### config.mk
export PLATFORM = sky130hd
export DESIGN_NAME = can_cmd_status
export DESIGN_NICKNAME = d
export VERILOG_FILES = /design/src/design/can_cmd_pkg.sv /design/src/design/can_cmd_status.sv
export VERILOG_INCLUDE_DIRS = /design/src /design/src/design
export SDC_FILE = /design/constraint.sdc
export NUM_CORES = 1
export LEC_CHECK = 0
export BUFFER_PORTS_ARGS = -buffer_cell sky130_fd_sc_hd__buf_2
export CORE_AREA = 2 2 85 87
export CTS_CLUSTER_DIAMETER = 100
export DETAILED_ROUTE_END_ITERATION = 7
export DIE_AREA = 0 0 87 89
export PLACE_DENSITY_LB_ADDON = 0.1
export SKIP_CTS_REPAIR_TIMING = 1
export SLEW_MARGIN = 10
export SYNTH_ARGS = -nofsm -noshare
export SYNTH_HDL_FRONTEND = slang
export SYNTH_SLANG_ARGS = --single-unit
export TNS_END_PERCENT = 5
### constraint.sdc
create_clock -name clk_sys_i -period 2.4 [get_ports clk_sys_i]
set_clock_uncertainty 0.1 [all_clocks]
set_input_delay 0.48 -clock clk_sys_i [delete_from_list [all_inputs] [get_ports clk_sys_i]]
set_output_delay 0.48 -clock clk_sys_i [all_outputs]
set_load 0.005 [all_outputs]
### src/design/can_cmd_params.svh
// constants for the command and status block: offsets, bit positions, limits
// assumes inclusion by bare name from the package and design files
`ifndef CAN_CMD_PARAMS_SVH
`define CAN_CMD_PARAMS_SVH

`define CMD_REG_INDEX      4'h1
`define STAT_REG_INDEX     4'h2
`define CTRL_REG_INDEX     4'h6
`define MSG_COUNT_INDEX    4'h7
`define CMD_ADDR           6'h04
`define STAT_ADDR          6'h08
`define CTRL_ADDR          6'h18
`define MSG_COUNT_ADDR     6'h1C

`define CMD_SEND_BIT       0
`define CMD_ABORT_BIT      1
`define CMD_RELEASE_BIT    2
`define CMD_CLR_OVR_BIT    3
`define CMD_LOOP_BIT       4
`define CMD_USED_MASK      8'h1F

`define ST_BUS_OFF_BIT     7
`define ST_WARN_BIT        6
`define ST_SENDING_BIT     5
`define ST_RECEIVING_BIT   4
`define ST_DONE_BIT        3
`define ST_TXFREE_BIT      2
`define ST_OVERRUN_BIT     1
`define ST_RXFULL_BIT      0

`define WARN_LIMIT_RESET   8'h60
`define QUEUE_SLOTS        8'h08
`define CMD_GAP_CYCLES     2'h2

`endif

### src/design/can_cmd_pkg.sv
// types shared by the command and status block
// assumes the params header is on the include path
`include "can_cmd_params.svh"
package can_cmd_pkg;
    typedef enum logic [1:0] {
        TX_IDLE,
        TX_PENDING,
        TX_ACTIVE
    } tx_state_type;
endpackage

### src/design/can_cmd_status.sv
// command and status logic of the can controller, avalon-mm register slave
// assumes bit stream engine supplies activity, result and counter signals
//
// Local design decision: the Avalon-MM slave port.
`timescale 1ns/1ps
`default_nettype none
`include "can_cmd_params.svh"
module can_cmd_status
    import can_cmd_pkg::*;
(
    input  wire logic       clk_sys_i,
    input  wire logic       nrst_i,
    input  wire logic [5:0] avs_address_i,
    input  wire logic       avs_read_i,
    input  wire logic       avs_write_i,
    input  wire logic [3:0] avs_byteenable_i,
    input  wire logic [31:0] avs_writedata_i,
    output logic [31:0]     avs_readdata_o,
    output logic            avs_waitrequest_o,
    input  wire logic       bus_off_i,
    input  wire logic [7:0] tx_err_count_i,
    input  wire logic [7:0] rx_err_count_i,
    input  wire logic       tx_start_i,
    input  wire logic       tx_end_ok_i,
    input  wire logic       tx_end_fail_i,
    input  wire logic       rx_active_i,
    input  wire logic       rx_valid_i,
    input  wire logic       rx_accept_i,
    input  wire logic       txbuf_write_i,
    output logic            tx_go_o,
    output logic            tx_single_shot_o,
    output logic            tx_loopback_o,
    output logic            txbuf_write_ok_o,
    output logic            tx_event_o,
    output logic            rx_event_clear_o,
    output logic            overrun_event_o
);
    logic        ack_q;
    logic [7:0]  cmd_pulse_q;
    logic [1:0]  gap_q;
    logic [7:0]  warn_limit_q;
    tx_state_type tx_state_q;
    logic        single_q;
    logic        loop_q;
    logic        done_q;
    logic        ovr_q;
    logic [7:0]  count_q;
    logic        tx_event_q;
    logic        ovr_event_q;
    logic        rxclr_q;
    logic [7:0]  status;
    logic        wr_cmd;
    logic        wr_ctrl;
    logic        send_cmd;
    logic        loop_cmd;
    logic        abort_cmd;
    logic        warn;
    logic        queue_full;

    // one wait state on every access keeps timing fixed at two cycles
    assign avs_waitrequest_o = (avs_read_i | avs_write_i) & ~ack_q;
    always_ff @(posedge clk_sys_i or negedge nrst_i) begin
        if (!nrst_i) begin
            ack_q <= 1'b0;
        end else begin
            ack_q <= (avs_read_i | avs_write_i) & ~ack_q;
        end
    end

    assign wr_cmd  = avs_write_i & ack_q & avs_byteenable_i[0]
                   & (avs_address_i == `CMD_ADDR);
    assign wr_ctrl = avs_write_i & ack_q & avs_byteenable_i[0]
                   & (avs_address_i == `CTRL_ADDR);

    // command capture; reserved bits masked off, a single cycle pulse
    always_ff @(posedge clk_sys_i or negedge nrst_i) begin
        if (!nrst_i) begin
            cmd_pulse_q <= 8'h00;
        end else if (wr_cmd && gap_q == 2'h0) begin
            cmd_pulse_q <= avs_writedata_i[7:0] & `CMD_USED_MASK;
        end else begin
            cmd_pulse_q <= 8'h00;
        end
    end

    // spacing counter: commands within two cycles of an accepted one are lost
    always_ff @(posedge clk_sys_i or negedge nrst_i) begin
        if (!nrst_i) begin
            gap_q <= 2'h0;
        end else if (wr_cmd && gap_q == 2'h0) begin
            gap_q <= `CMD_GAP_CYCLES;
        end else if (gap_q != 2'h0) begin
            gap_q <= gap_q - 2'h1;
        end
    end

    // warning limit register, reset to its documented default
    always_ff @(posedge clk_sys_i or negedge nrst_i) begin
        if (!nrst_i) begin
            warn_limit_q <= `WARN_LIMIT_RESET;
        end else if (wr_ctrl) begin
            warn_limit_q <= avs_writedata_i[7:0];
        end
    end

    // combined command decoding; send wins over loopback
    assign abort_cmd = cmd_pulse_q[`CMD_ABORT_BIT];
    assign send_cmd  = cmd_pulse_q[`CMD_SEND_BIT] | cmd_pulse_q[`CMD_LOOP_BIT];
    assign loop_cmd  = cmd_pulse_q[`CMD_LOOP_BIT]
                     & ~cmd_pulse_q[`CMD_SEND_BIT];

    // transmit request state; a zero write never touches it
    always_ff @(posedge clk_sys_i or negedge nrst_i) begin
        if (!nrst_i) begin
            tx_state_q <= TX_IDLE;
            single_q   <= 1'b0;
            loop_q     <= 1'b0;
        end else begin
            case (tx_state_q)
                TX_IDLE: begin
                    if (send_cmd) begin
                        tx_state_q <= TX_PENDING;
                        single_q   <= abort_cmd;
                        loop_q     <= loop_cmd;
                    end
                end
                TX_PENDING: begin
                    if (tx_start_i) begin
                        tx_state_q <= TX_ACTIVE;
                    end else if (abort_cmd) begin
                        tx_state_q <= TX_IDLE;
                    end
                end
                TX_ACTIVE: begin
                    // abort in flight: finish this frame, no retry
                    if (abort_cmd) begin
                        single_q <= 1'b1;
                    end
                    if (tx_end_ok_i || (tx_end_fail_i && single_q)) begin
                        tx_state_q <= TX_IDLE;
                    end else if (tx_end_fail_i) begin
                        tx_state_q <= TX_PENDING;
                    end
                end
                default: tx_state_q <= TX_IDLE;
            endcase
        end
    end

    assign tx_go_o          = (tx_state_q == TX_PENDING);
    assign tx_single_shot_o = single_q;
    assign tx_loopback_o    = loop_q;
    assign txbuf_write_ok_o = txbuf_write_i & (tx_state_q == TX_IDLE);

    // send done: cleared by a new request, set by a good completion
    always_ff @(posedge clk_sys_i or negedge nrst_i) begin
        if (!nrst_i) begin
            done_q <= 1'b1;
        end else if (tx_state_q == TX_ACTIVE && tx_end_ok_i) begin
            done_q <= 1'b1;
        end else if (tx_state_q == TX_IDLE && send_cmd) begin
            done_q <= 1'b0;
        end
    end

    // transmit event when the buffer frees, whether sent or aborted
    always_ff @(posedge clk_sys_i or negedge nrst_i) begin
        if (!nrst_i) begin
            tx_event_q <= 1'b0;
        end else begin
            tx_event_q <= (tx_state_q == TX_ACTIVE
                           && (tx_end_ok_i || (tx_end_fail_i && single_q)))
                        || (tx_state_q == TX_PENDING && !tx_start_i
                           && abort_cmd);
        end
    end
    assign tx_event_o = tx_event_q;

    // receive queue occupancy in messages
    assign queue_full = (count_q == `QUEUE_SLOTS);
    always_ff @(posedge clk_sys_i or negedge nrst_i) begin
        if (!nrst_i) begin
            count_q <= 8'h00;
        end else begin
            case ({rx_valid_i & rx_accept_i & ~queue_full,
                   cmd_pulse_q[`CMD_RELEASE_BIT] & (count_q != 8'h00)})
                2'b10:   count_q <= count_q + 8'h01;
                2'b01:   count_q <= count_q - 8'h01;
                default: count_q <= count_q;
            endcase
        end
    end

    // receive event drops once the last message is released
    always_ff @(posedge clk_sys_i or negedge nrst_i) begin
        if (!nrst_i) begin
            rxclr_q <= 1'b0;
        end else begin
            rxclr_q <= cmd_pulse_q[`CMD_RELEASE_BIT]
                     & (count_q == 8'h01)
                     & ~(rx_valid_i & rx_accept_i);
        end
    end
    assign rx_event_clear_o = rxclr_q;

    // overrun: set beats clear so a lost message is never missed
    always_ff @(posedge clk_sys_i or negedge nrst_i) begin
        if (!nrst_i) begin
            ovr_q       <= 1'b0;
            ovr_event_q <= 1'b0;
        end else begin
            // only a valid accepted frame counts; failed ones never do
            if (rx_valid_i && rx_accept_i && queue_full) begin
                ovr_q <= 1'b1;
            end else if (cmd_pulse_q[`CMD_CLR_OVR_BIT]) begin
                ovr_q <= 1'b0;
            end
            ovr_event_q <= rx_valid_i & rx_accept_i & queue_full
                         & ~ovr_q;
        end
    end
    assign overrun_event_o = ovr_event_q;

    // status assembly
    assign warn = (tx_err_count_i >= warn_limit_q)
                | (rx_err_count_i >= warn_limit_q);
    always_comb begin
        status = 8'h00;
        status[`ST_BUS_OFF_BIT]   = bus_off_i;
        status[`ST_WARN_BIT]      = warn;
        status[`ST_SENDING_BIT]   = (tx_state_q == TX_ACTIVE);
        status[`ST_RECEIVING_BIT] = rx_active_i;
        status[`ST_DONE_BIT]      = done_q;
        status[`ST_TXFREE_BIT]    = (tx_state_q == TX_IDLE);
        status[`ST_OVERRUN_BIT]   = ovr_q;
        status[`ST_RXFULL_BIT]    = (count_q != 8'h00);
    end

    // read mux; command register and unmapped offsets read zero
    always_ff @(posedge clk_sys_i or negedge nrst_i) begin
        if (!nrst_i) begin
            avs_readdata_o <= 32'h0000_0000;
        end else if (avs_read_i && !ack_q) begin
            case (avs_address_i)
                `STAT_ADDR:      avs_readdata_o <= {24'h000000, status};
                `CTRL_ADDR:      avs_readdata_o <= {24'h000000, warn_limit_q};
                `MSG_COUNT_ADDR: avs_readdata_o <= {24'h000000, count_q};
                default:         avs_readdata_o <= 32'h0000_0000;
            endcase
        end
    end

    // checks; all sample on the block clock and sleep during reset
    wr_zero_a: assert property (@(posedge clk_sys_i)
        disable iff (!nrst_i)
        avs_read_i && !ack_q && avs_address_i == `CMD_ADDR
        |=> avs_readdata_o == 32'h0000_0000)
        else $error("command register read not zero");
    done_clear_a: assert property (@(posedge clk_sys_i)
        disable iff (!nrst_i)
        tx_state_q == TX_IDLE && send_cmd |=> !done_q)
        else $error("send done not cleared by request");
    done_set_a: assert property (@(posedge clk_sys_i)
        disable iff (!nrst_i)
        tx_state_q == TX_ACTIVE && tx_end_ok_i |=> done_q)
        else $error("send done not set on success");
    // state and event move on the same edge, so both show together
    abort_pend_a: assert property (@(posedge clk_sys_i)
        disable iff (!nrst_i)
        tx_state_q == TX_PENDING && !tx_start_i && abort_cmd
        |=> tx_state_q == TX_IDLE && tx_event_o)
        else $error("abort did not free buffer with event");
    abort_act_a: assert property (@(posedge clk_sys_i)
        disable iff (!nrst_i)
        tx_state_q == TX_ACTIVE && abort_cmd |=> tx_single_shot_o)
        else $error("abort in flight left retry armed");
    one_shot_a: assert property (@(posedge clk_sys_i)
        disable iff (!nrst_i)
        tx_state_q == TX_ACTIVE && tx_end_fail_i && tx_single_shot_o
        |=> tx_state_q == TX_IDLE)
        else $error("single-shot frame retried");
    keep_req_a: assert property (@(posedge clk_sys_i)
        disable iff (!nrst_i)
        tx_go_o && !tx_start_i && !abort_cmd |=> tx_go_o)
        else $error("pending request lost without abort");
    latch_clr_a: assert property (@(posedge clk_sys_i)
        disable iff (!nrst_i)
        tx_go_o && tx_start_i |=> !tx_go_o && status[`ST_SENDING_BIT])
        else $error("request latch not cleared on start");
    ovr_hold_a: assert property (@(posedge clk_sys_i)
        disable iff (!nrst_i)
        ovr_q && !cmd_pulse_q[`CMD_CLR_OVR_BIT] |=> ovr_q)
        else $error("overrun flag dropped without clear");
    ovr_set_a: assert property (@(posedge clk_sys_i)
        disable iff (!nrst_i)
        rx_valid_i && rx_accept_i && queue_full |=> ovr_q)
        else $error("lost message did not flag overrun");
    ovr_quiet_a: assert property (@(posedge clk_sys_i)
        disable iff (!nrst_i)
        !ovr_q && !(rx_valid_i && rx_accept_i) |=> !ovr_q)
        else $error("overrun flagged without a valid frame");
    ovr_once_a: assert property (@(posedge clk_sys_i)
        disable iff (!nrst_i)
        $past(ovr_q) && ovr_q |-> !overrun_event_o)
        else $error("repeated overrun event");
    ovr_rise_a: assert property (@(posedge clk_sys_i)
        disable iff (!nrst_i)
        !ovr_q ##1 ovr_q |-> overrun_event_o)
        else $error("overrun flag rose without event");
    ovr_clear_a: assert property (@(posedge clk_sys_i)
        disable iff (!nrst_i)
        cmd_pulse_q[`CMD_CLR_OVR_BIT] && !(rx_valid_i && rx_accept_i)
        |=> !ovr_q)
        else $error("clear overrun did not clear");
    release_a: assert property (@(posedge clk_sys_i)
        disable iff (!nrst_i)
        cmd_pulse_q[`CMD_RELEASE_BIT] && count_q != 8'h00
        && !(rx_valid_i && rx_accept_i)
        |=> count_q == $past(count_q) - 8'h01)
        else $error("release did not free one slot");
    rx_clear_a: assert property (@(posedge clk_sys_i)
        disable iff (!nrst_i)
        rx_event_clear_o |-> count_q == 8'h00)
        else $error("receive event cleared with messages left");
    pulse_once_a: assert property (@(posedge clk_sys_i)
        disable iff (!nrst_i)
        cmd_pulse_q != 8'h00 |=> cmd_pulse_q == 8'h00)
        else $error("command pulse persisted");
    loop_ign_a: assert property (@(posedge clk_sys_i)
        disable iff (!nrst_i)
        tx_state_q == TX_IDLE && cmd_pulse_q[`CMD_SEND_BIT]
        |=> !tx_loopback_o)
        else $error("loopback not ignored with send");
    txbuf_a: assert property (@(posedge clk_sys_i)
        disable iff (!nrst_i)
        tx_state_q != TX_IDLE |-> !txbuf_write_ok_o)
        else $error("locked buffer accepted write");
    // main scenarios: send, abort, overrun, single-shot loopback, release
    send_c: cover property (@(posedge clk_sys_i) disable iff (!nrst_i)
        tx_state_q == TX_ACTIVE && tx_end_ok_i);
    abort_c: cover property (@(posedge clk_sys_i) disable iff (!nrst_i)
        tx_state_q == TX_PENDING && abort_cmd);
    ovr_c: cover property (@(posedge clk_sys_i) disable iff (!nrst_i)
        overrun_event_o);
    loop_c: cover property (@(posedge clk_sys_i) disable iff (!nrst_i)
        tx_state_q == TX_IDLE && loop_cmd && abort_cmd);
    rel_c: cover property (@(posedge clk_sys_i) disable iff (!nrst_i)
        rx_event_clear_o);
endmodule
`default_nettype wire

==> results.md, run 1 <==
- Status: completed
- HP Class: in2async
- Starting Density: 0.391
- Clock Latency Late Sink: 290 ps
- # rows: 30
- Clock Pin Slew Worst Setup and Hold Paths: 80 ps
- Die X-Extent: 87 microns
- LEAKAGE: ~1.6 nW
- Via/cell ratio: just under 5
- Top cells by area, synth: dfrtp_1 36%, ha_1 10%, buf_4 6.9%, mux2_4 4.6%, mux2i_1 3.1%
- Critical Path End Type: flop
- Final wirelength: 5750 microns
- Post-route DRC violation count: 0
- Die Y: just under 90 microns
- Critical path peak fanout: 6
- Synthesized area per cell: approximately 10 sq um
- Slowest stage delay, CP: 410 ps
- N_diodes: 0
- Layout area overhead: 22.6%
- Max Cap Violations: 0
- Period utilisation layout: 0.967
- Final Critical Period: 2320 ps
- Clock sink count: 41
- First-pass GRT wire length: 9440 microns
- Die area: 7740 sq um
- DRT Pass-1 Iters: 4
- Initial antenna violation count: 0
- RR Startpoint: count_q[0]
- Via count: 2100
- Critical path's most frequent cell: ha_4
- Synth cell types: 48
- Post-DP HPWL: 4520 microns
- Core area: 6720 sq um
- Post-synth EDFFs: 0
- DRT iter0 DRCs: between 50 and 60
- CTS root buffer: clkbuf_8
- Yosys top cell area share: 0.362
- CTS max path bufs: 2
- All-Layer GR Usage: 0.157
- Cells after Synth: 269
- Synth Warn #: 0
- Synth Cell Area: between 2000 and 3000 sq um
- IO Pins: 110
- Setup CP Type: reg2reg
- CP Cell Sequence: inv_2 > ha_4 > or3b_4 > o21a_1 > ha_4 > nand4b_1 > nor3_1 > o211ai_1 > xnor2_1
- Top delay family on crit path: simple AND/OR/NAND/NOR gates
- RSZ-0062 raised after global routing: true
- Buf/Inv on CP: 1
- CP required: 2480 ps
- Number of I/O port buffers: 58
- Fin. max-slew vios: 0
- CTS Buf Count: 5
- Largest net degree at the start of global routing: 20
- Sequential share of the synthesized area: 0.392
- Worst setup SP type: flop
- Pwr Total: around 2.2 mW
- Vias in the first global route: approximately 2000
- Total global routing overflow: 0
- Hold Slack: 10.5 ps
- # setup viols final: 0
- Placer Congestion: 0.776
- CTS H-tree lvls: 2
- Fmax: around 0.43 GHz
- Power per Cell Area: around 700 nW/um^2
- Crit path DAT: 2400 ps
- CP max stage cell: dfrtp_2
- Fraction of layout cells with a size suffix above 1: 0.327
- Max VDD drop: 261 uV
- Crit. Startpoint: count_q[0]
- # nets final: 436
- Final Hold Viols: 0
- Top cell type by total area after synthesis: dfrtp_1
- CTS tree: done
- #FFs+latches synth: 41
- WL per Instance: 13.5 microns
- Post-DRT Antenna Nets: 0
- Ys async rst share: 1.00
- Main flop type after synthesis: dfrtp_1
logic make-up after synthesis:
group / Yosys count / synth area share
compound gates: 53 / 0.136
buf+inv: 53 / 0.113
mux: 16 / 0.0763
flops: 41 / 0.392
simple gates: 76 / 0.154
fa+ha+maj: 21 / 0.100
other cells: 1 / 0.00143
xor+xnor: 8 / 0.0267
state kept, by name (all words and copies together), names as in the netlist, 2 cells and up:
name and cells:
avs_readdata_o 8, cmd_pulse_q 5, count_q 8, gap_q 2, tx_state_q 2, warn_limit_q 8
Yosys cell counts (2+ instances only):
cell type and number:
o211ai_1 2, a21oi_1 9, xnor2_1 6, o22ai_1 2, or3_1 2, nand2_1 20, a22o_1 8, and3_1 2
ha_1 21, xor2_1 2, o31ai_1 2, nand2b_1 3, clkbuf_1 9, nand4_1 2, nor3_1 9, nor2_1 13
a31oi_1 3, dfstp_2 3, mux2i_1 8, inv_1 18, a211oi_1 4, nor2b_1 5, mux2_4 8, buf_4 24
nand3_1 2, dfrtp_1 38, nor3b_1 3, o21ai_0 14, and2_1 7, or4_1 2
per-layer routing:
layer | up-vias | GRT usage | wire, microns
li1 | 1048 | - | -
met1 | 983 | 0.215 | 2790
met2 | 62 | 0.251 | 2630
met3 | 7 | 0.0369 | 242
met4 | 0 | 0.0398 | 80
met5 | - | 0 | 0
cells in the final DEF (no fill, tap or decap), types with 3 or more instances in the layout:
master | netlist | routed
buf_2 | 0 | 58
dfrtp_1 | 38 | 37
conb_1 | 1 | 24
buf_4 | 24 | 23
nand2_1 | 20 | 20
ha_1 | 21 | 19
inv_1 | 18 | 16
o21ai_0 | 14 | 14
nor2_1 | 13 | 13
a21oi_1 | 9 | 9
nor3_1 | 9 | 9
a22o_1 | 8 | 8
mux2i_1 | 8 | 8
mux2_4 | 8 | 8
and2_1 | 7 | 7
xnor2_1 | 6 | 6
clkbuf_8 | 0 | 6
nor2b_1 | 5 | 5
a211oi_1 | 4 | 4
nor3b_1 | 3 | 3
nand2b_1 | 3 | 3
a31oi_1 | 3 | 3
dfstp_2 | 3 | 3
area by class of cell:
class / instances / area [sq um]
Clock buffer: 7 / 86.3
Tap cell: 80 / 100
Multi-Input combinational cell: 198 / 1440
Timing Repair Buffer: 81 / 463
Inverter: 18 / 67.6
Fill cell: 667 / 3500
Sequential cell: 41 / 1030
Clock inverter: 1 / 30.0
path summary, 6_finish.rpt:
path	endpoint	cells after the start	slack, ps
setup / recovery	count_q[7]	9	80
min in group clk_sys_i	warn_limit_q[7]	2	310
setup reg to reg	count_q[7]	9	80
hold / removal	tx_state_q[1]	1	10
max in group asynchronous	warn_limit_q[6]	2	1570
hold reg to reg	ovr_q	1	330
where the power goes:
group          leakage, nW  internal (mW)  switching [mW]
Combinational         1.04          0.401           0.405
Sequential           0.539          0.785          0.0822
Clock               0.0585          0.339           0.236
Total                 1.63           1.53           0.723
per-stage QoR:
stage / util / setup slack (ps) / area [sq um] / instances / TNS (ps)
after floorplan: - / 10.8 / 2730 / 292 / 0
after global placement: 0.449 / -51.0 / 3010 / 413 / -95.9
after detailed placement: 0.449 / -114 / 3010 / 413 / -334
after CTS: 0.466 / -127 / 3130 / 421 / -409
after global routing: 0.479 / -34.9 / 3220 / 426 / -34.9
final: 0.479 / 80.0 / 3220 / 426 / 0
(Power assumes the default switching activity.)
==> run 2: changes to the inputs <==
--- a/config.mk
+++ b/config.mk
@@ -12,6 +12,7 @@
 export DETAILED_ROUTE_END_ITERATION = 7
 export DIE_AREA = 0 0 87 89
 export PLACE_DENSITY_LB_ADDON = 0.1
+export REMOVE_ABC_BUFFERS = 1
 export SKIP_CTS_REPAIR_TIMING = 1
 export SLEW_MARGIN = 10
 export SYNTH_ARGS = -nofsm -noshare
==> run 2 against run 1 <==
Against the previous run:
- register-to-register slack gained 20 ps
- combinational power is essentially flat
- final cell count shrank 0.23%
- clock power shrank 24%
- largest power group unchanged
==> results.md, run 2 (synthesis gave the netlist of run 1 again) <==
- DRT iter0 DRCs: 72
- CTS Buf Count: 5
- Die Y: 89 microns
- RSZ-0062 raised after global routing: false
- Place WS: -110 ps
- Fmax: 0.435 GHz
- RR Startpoint: count_q[6]
- LEAKAGE: 1.62 nW
- Seq pwr share: 0.410
- Reg2Reg Setup Slack: ~100 ps
- CTS tree: done
- Combinational Power Share: 0.383
- Internal power: 1.39 mW
- CTS root buffer: clkbuf_8
- Worst slew pin tran: 537 ps
- Die X-Extent: 87 microns
- Power per Cell Area: 663 nW/um^2
- Core area: 6720 sq um
- Critical path peak fanout: 7
- Die area: 7740 sq um
- Max VDD drop: 233 uV
- Total global routing overflow: 0
- Post-DRT Antenna Nets: 0
- Clock Pin Slew Worst Setup and Hold Paths: ~80 ps
- Clock Latency Late Sink: 300 ps
- Vias in the first global route: 1985
- HP Class: in2async
- Worst setup margin: 102 ps
- DRT Pass-1 Iters: 4
- N_diodes: 0
- R2r endpoint: count_q[7]
- Starting Density: 0.391
- WL per Instance: 13.7 microns
- All-Layer GR Usage: 0.155
- Final wirelength: 5810 microns
- Via count: 2086
- IO Pins: 110
- Slowest stage delay, CP: 580 ps
- Post-DP Area: 3030 sq um
- NetSw: 0.716 mW
- # nets final: 436
- Via/cell ratio: 4.91
- CTS max path bufs: 2
- Fraction of layout cells with a size suffix above 1: 0.322
- Filler Cell Count: 659
- CP max stage cell: or4_4
- Biggest regs: avs_readdata_o x8, count_q x8, warn_limit_q x8
- Most frequent cells in the layout: 58 x buf_2, 38 x dfrtp_1, 24 x conb_1
- Initial antenna violation count: 0
- Final Critical Period: ~2300 ps
- Fin. max-slew vios: 0
- First-pass GRT wire length: 9340 microns
- Top delay family on crit path: simple AND/OR/NAND/NOR gates
- Power share of the clock group: 0.206
- Relative slew margins: 0.642
- Largest net degree at the start of global routing: 42
- Post-route DRC violation count: 0
- Most common cell after layout, fill and taps aside: buf_2
- Placer Congestion: 0.777
- Critical Path End Type: flop
- Post-DP HPWL: 4490 microns
- Final Instance Area: roughly 3200 sq um
- Period utilisation layout: 0.957
- Reg2reg path depth: 7
- # rows: 30
- Buf/Inv on CP: 0
- Final Hold Viols: 0
- Switching part of the total: 0.340
- Worst setup SP type: flop
- Layout area overhead: 21.2%
- Max Cap Violations: 0
- CTS H-tree lvls: 2
- Status: completed
- Setup CP Type: reg2reg
- CP required: around 2500 ps
- Clock sink count: slightly above 40
- Crit path DAT: about 2400 ps
- CP Cell Sequence: or4_4 > o21a_1 > ha_4 > nand4b_1 > nor3_1 > o211ai_1 > xnor2_1
- # setup viols final: 0
- Number of I/O port buffers: 58
[run 2: cell count changes in the layout (fill, tap and decap cells not counted)]
cell,change
bufinv_16,-1
clkbuf_8,-1
clkinv_4,+1
dfrtp_1,+1
dfrtp_2,-1
o22ai_1,-1
o22ai_2,+1
o32ai_1,+1
o32ai_2,-1
[run 2: routing by layer]
metal | track usage | vias up | share of wire
met4 | 0.0554 | 0 | 0.014
met2 | 0.252 | 64 | 0.47
met5 | 0 | - | 0
met1 | 0.208 | 972 | 0.47
li1 | - | 1043 | -
met3 | 0.0295 | 7 | 0.051
[run 2: through the flow]
| stage | setup TNS, ps | total power, mW | utilization | hold slack (ps) | std cells |
|---|---|---|---|---|---|
| after floorplan | -214 | 1.27 | - | 84.4 | 257 |
| after global placement | -491 | 1.59 | 0.451 | 305 | 416 |
| after detailed placement | -503 | 1.60 | 0.451 | 313 | 416 |
| after CTS | -645 | 2.05 | 0.463 | 169 | 423 |
| after global routing | 0 | 2.26 | 0.474 | 193 | 425 |
| final | 0 | 2.11 | 0.474 | 146 | 425 |
[run 2: worst max-delay path by stage]
stage | endpoint | slack [ps] | startpoint | depth (start not counted)
3_3_place_gp | count_q[6] | -110 | count_q[5] | 8
3_5_place_dp | count_q[6] | -110 | count_q[5] | 8
5_1_grt | count_q[7] | 8 | count_q[6] | 7
6_report | count_q[7] | 100 | count_q[6] | 7
4_1_cts | count_q[6] | -120 | count_q[5] | 8
2_1_floorplan | count_q[7] | -130 | count_q[0] | 9
[run 2: layout make-up]
cell class,instances,area [sq um],share of cell area
Timing Repair Buffer,81,463,0.145
Clock inverter,1,8.76,0.00275
Inverter,18,67.6,0.0212
Tap cell,80,100,0.0315
Clock buffer,6,72.6,0.0228
Sequential cell,41,1030,0.324
Multi-Input combinational cell,198,1440,0.453
[run 2: power by group through the flow]
stage | combinational [mW] | clock [mW] | sequential [mW]
2_1_floorplan | 0.365 | 0 | 0.907
3_3_place_gp | 0.722 | 0 | 0.871
3_5_place_dp | 0.728 | 0 | 0.874
4_1_cts | 0.731 | 0.454 | 0.860
5_1_grt | 0.901 | 0.480 | 0.881
6_report | 0.809 | 0.435 | 0.866
==> run 3: changes to the inputs <==
--- a/config.mk
+++ b/config.mk
@@ -7,10 +7,10 @@
 export NUM_CORES = 1
 export LEC_CHECK = 0
 export BUFFER_PORTS_ARGS = -buffer_cell sky130_fd_sc_hd__buf_2
-export CORE_AREA = 2 2 85 87
+export CORE_AREA = 2 2 81 83
 export CTS_CLUSTER_DIAMETER = 100
 export DETAILED_ROUTE_END_ITERATION = 7
-export DIE_AREA = 0 0 87 89
+export DIE_AREA = 0 0 83 85
 export PLACE_DENSITY_LB_ADDON = 0.1
 export REMOVE_ABC_BUFFERS = 1
 export SKIP_CTS_REPAIR_TIMING = 1
==> run 3 against run 2 <==
Against the previous run:
- maximum frequency about the same
- flip-flop and latch count unchanged
- clock power up 3%
- power up 0.24%
- hold slack worse by 52 ps
- cell area down 0.28%
- routed wire length down 2.3%
- largest power group unchanged
==> results.md, run 3 (synthesis gave the netlist of run 1 again) <==
- Total global routing overflow: 0
- Crit path DAT: 2380 ps
- Max Cap Violations: 0
- CTS tree: done
- Vias in the first global route: 1980
- CTS H-tree lvls: 2
- # nets final: 434
- Fraction of layout cells with a size suffix above 1: 0.317
- Via/cell ratio: roughly 5
- Worst setup SP type: flop
- Reg2reg path depth: 9
- Post-DRT Antenna Nets: 0
- Clock Pin Slew Worst Setup and Hold Paths: 80 ps
- Most common cell after layout, fill and taps aside: buf_2
- CTS Buf Count: 5
- Post-DP Area: around 3000 sq um
- CTS max path bufs: 2
- Period utilisation layout: 0.958
- Layout area overhead: 20.9%
- Final Hold Viols: 0
- Most frequent cells in the layout: 58 x buf_2, 38 x dfrtp_1, 24 x conb_1
- Final Instance Area: ~3200 sq um
- Relative slew margins: 0.595
- All-Layer GR Usage: 0.164
- Fin cells: 421
- Post-route DRC violation count: 0
- Pwr Total: 2.11 mW
- HP Class: in2async
- Max VDD drop: 340 uV
- Clock sink count: 41
- Initial antenna violation count: 0
- Seq pwr share: 0.409
- First-pass GRT wire length: 9250 microns
- LEAKAGE: 1.61 nW
- Power per Cell Area: 667 nW/um^2
- # setup viols final: 0
- Combinational Power Share: 0.379
- CTS root buffer: clkbuf_8
- Fin. max-slew vios: 0
- N_diodes: 0
- DRT Pass-1 Iters: 4
- Starting Density: 0.423
- NetSw: 0.724 mW
- Die area: 7060 sq um
- WL per Instance: 13.5 microns
- Status: completed
- IO Pins: 110
- TNS Setup: 0 ps
- Fmax: 0.435 GHz
- DRT iter0 DRCs: 109
- Worst slew pin tran: 607 ps
- Largest net degree at the start of global routing: 28
- Placed insts: 412
- Setup CP Type: reg2reg
- Core area: 6200 sq um
- # rows: 29
- Placer Congestion: 0.832
- Final Critical Period: roughly 2300 ps
- Switching part of the total: 0.342
- CP required: approximately 2500 ps
- Critical Path End Type: flop
- Power share of the clock group: 0.211
- Die Y: 85 microns
- Biggest regs: avs_readdata_o x8, count_q x8, warn_limit_q x8
- Via count: 2053
- Clock Latency Late Sink: just under 300 ps
- Number of I/O port buffers: 58
- Final wirelength: 5680 microns
- Finished Core Util: 0.511
- Internal power: 1.39 mW
- Critical path peak fanout: 7
- Die X-Extent: 83 microns
- Post-DP HPWL: 4540 microns
[run 3: cell types whose count changed in the layout (fill, tap and decap cells not counted), sizes merged]
cell,before,now
clkbuf,6,7
buf,81,79
clkinv,1,0
clkinvlp,0,1
[run 3: layout make-up]
class / count / area [sq um]
Inverter: 18 / 67.6
Clock buffer: 7 / 76.3
Tap cell: 77 / 96.3
Clock inverter: 1 / 7.51
Fill cell: 623 / 3030
Sequential cell: 41 / 1030
Multi-Input combinational cell: 198 / 1450
Timing Repair Buffer: 79 / 448
[run 3: per-layer routing]
metal	part of all wire	track usage	wire length (microns)
met5	0	0	0
met4	0.0077	0.0447	44
met3	0.050	0.0350	284
met2	0.47	0.277	2650
met1	0.48	0.213	2700
[run 3: power groups by stage]
| stage | clock (mW) | combinational (mW) | sequential (mW) |
|---|---|---|---|
| 3_5_place_dp | 0 | 0.728 | 0.875 |
| 3_3_place_gp | 0 | 0.716 | 0.873 |
| 2_1_floorplan | 0 | 0.365 | 0.907 |
| 4_1_cts | 0.459 | 0.729 | 0.861 |
| 6_report | 0.447 | 0.802 | 0.866 |
| 5_1_grt | 0.489 | 0.911 | 0.881 |
[run 3: stage by stage]
step,worst slack (ps),hold WS [ps]
floorplan,-129,84.4
global placement,-112,323
detailed placement,-104,334
CTS,-119,105
global route,-9.97,130
finish,102,93.8
[run 3: final timing paths]
kind | start | endpoint | slack, ps
max reg2reg | count_q[0] | count_q[7] | 100
max in group asynchronous | nrst_i | warn_limit_q[5] | 1480
min reg2reg | cmd_pulse_q[3] | ovr_q | 340
max | count_q[0] | count_q[7] | 100
min in group clk_sys_i | avs_writedata_i[7] | warn_limit_q[7] | 310
min | nrst_i | tx_event_o | 90
[run 3: worst max-delay path: stages, from the launching register on]
cell and delay (ps):
dfrtp_1 380, inv_1 100, ha_4 140, or3b_4 370, o21a_1 220, ha_4 180, nand4b_1 200, nor3_1 210
o211ai_1 150, xnor2_1 150
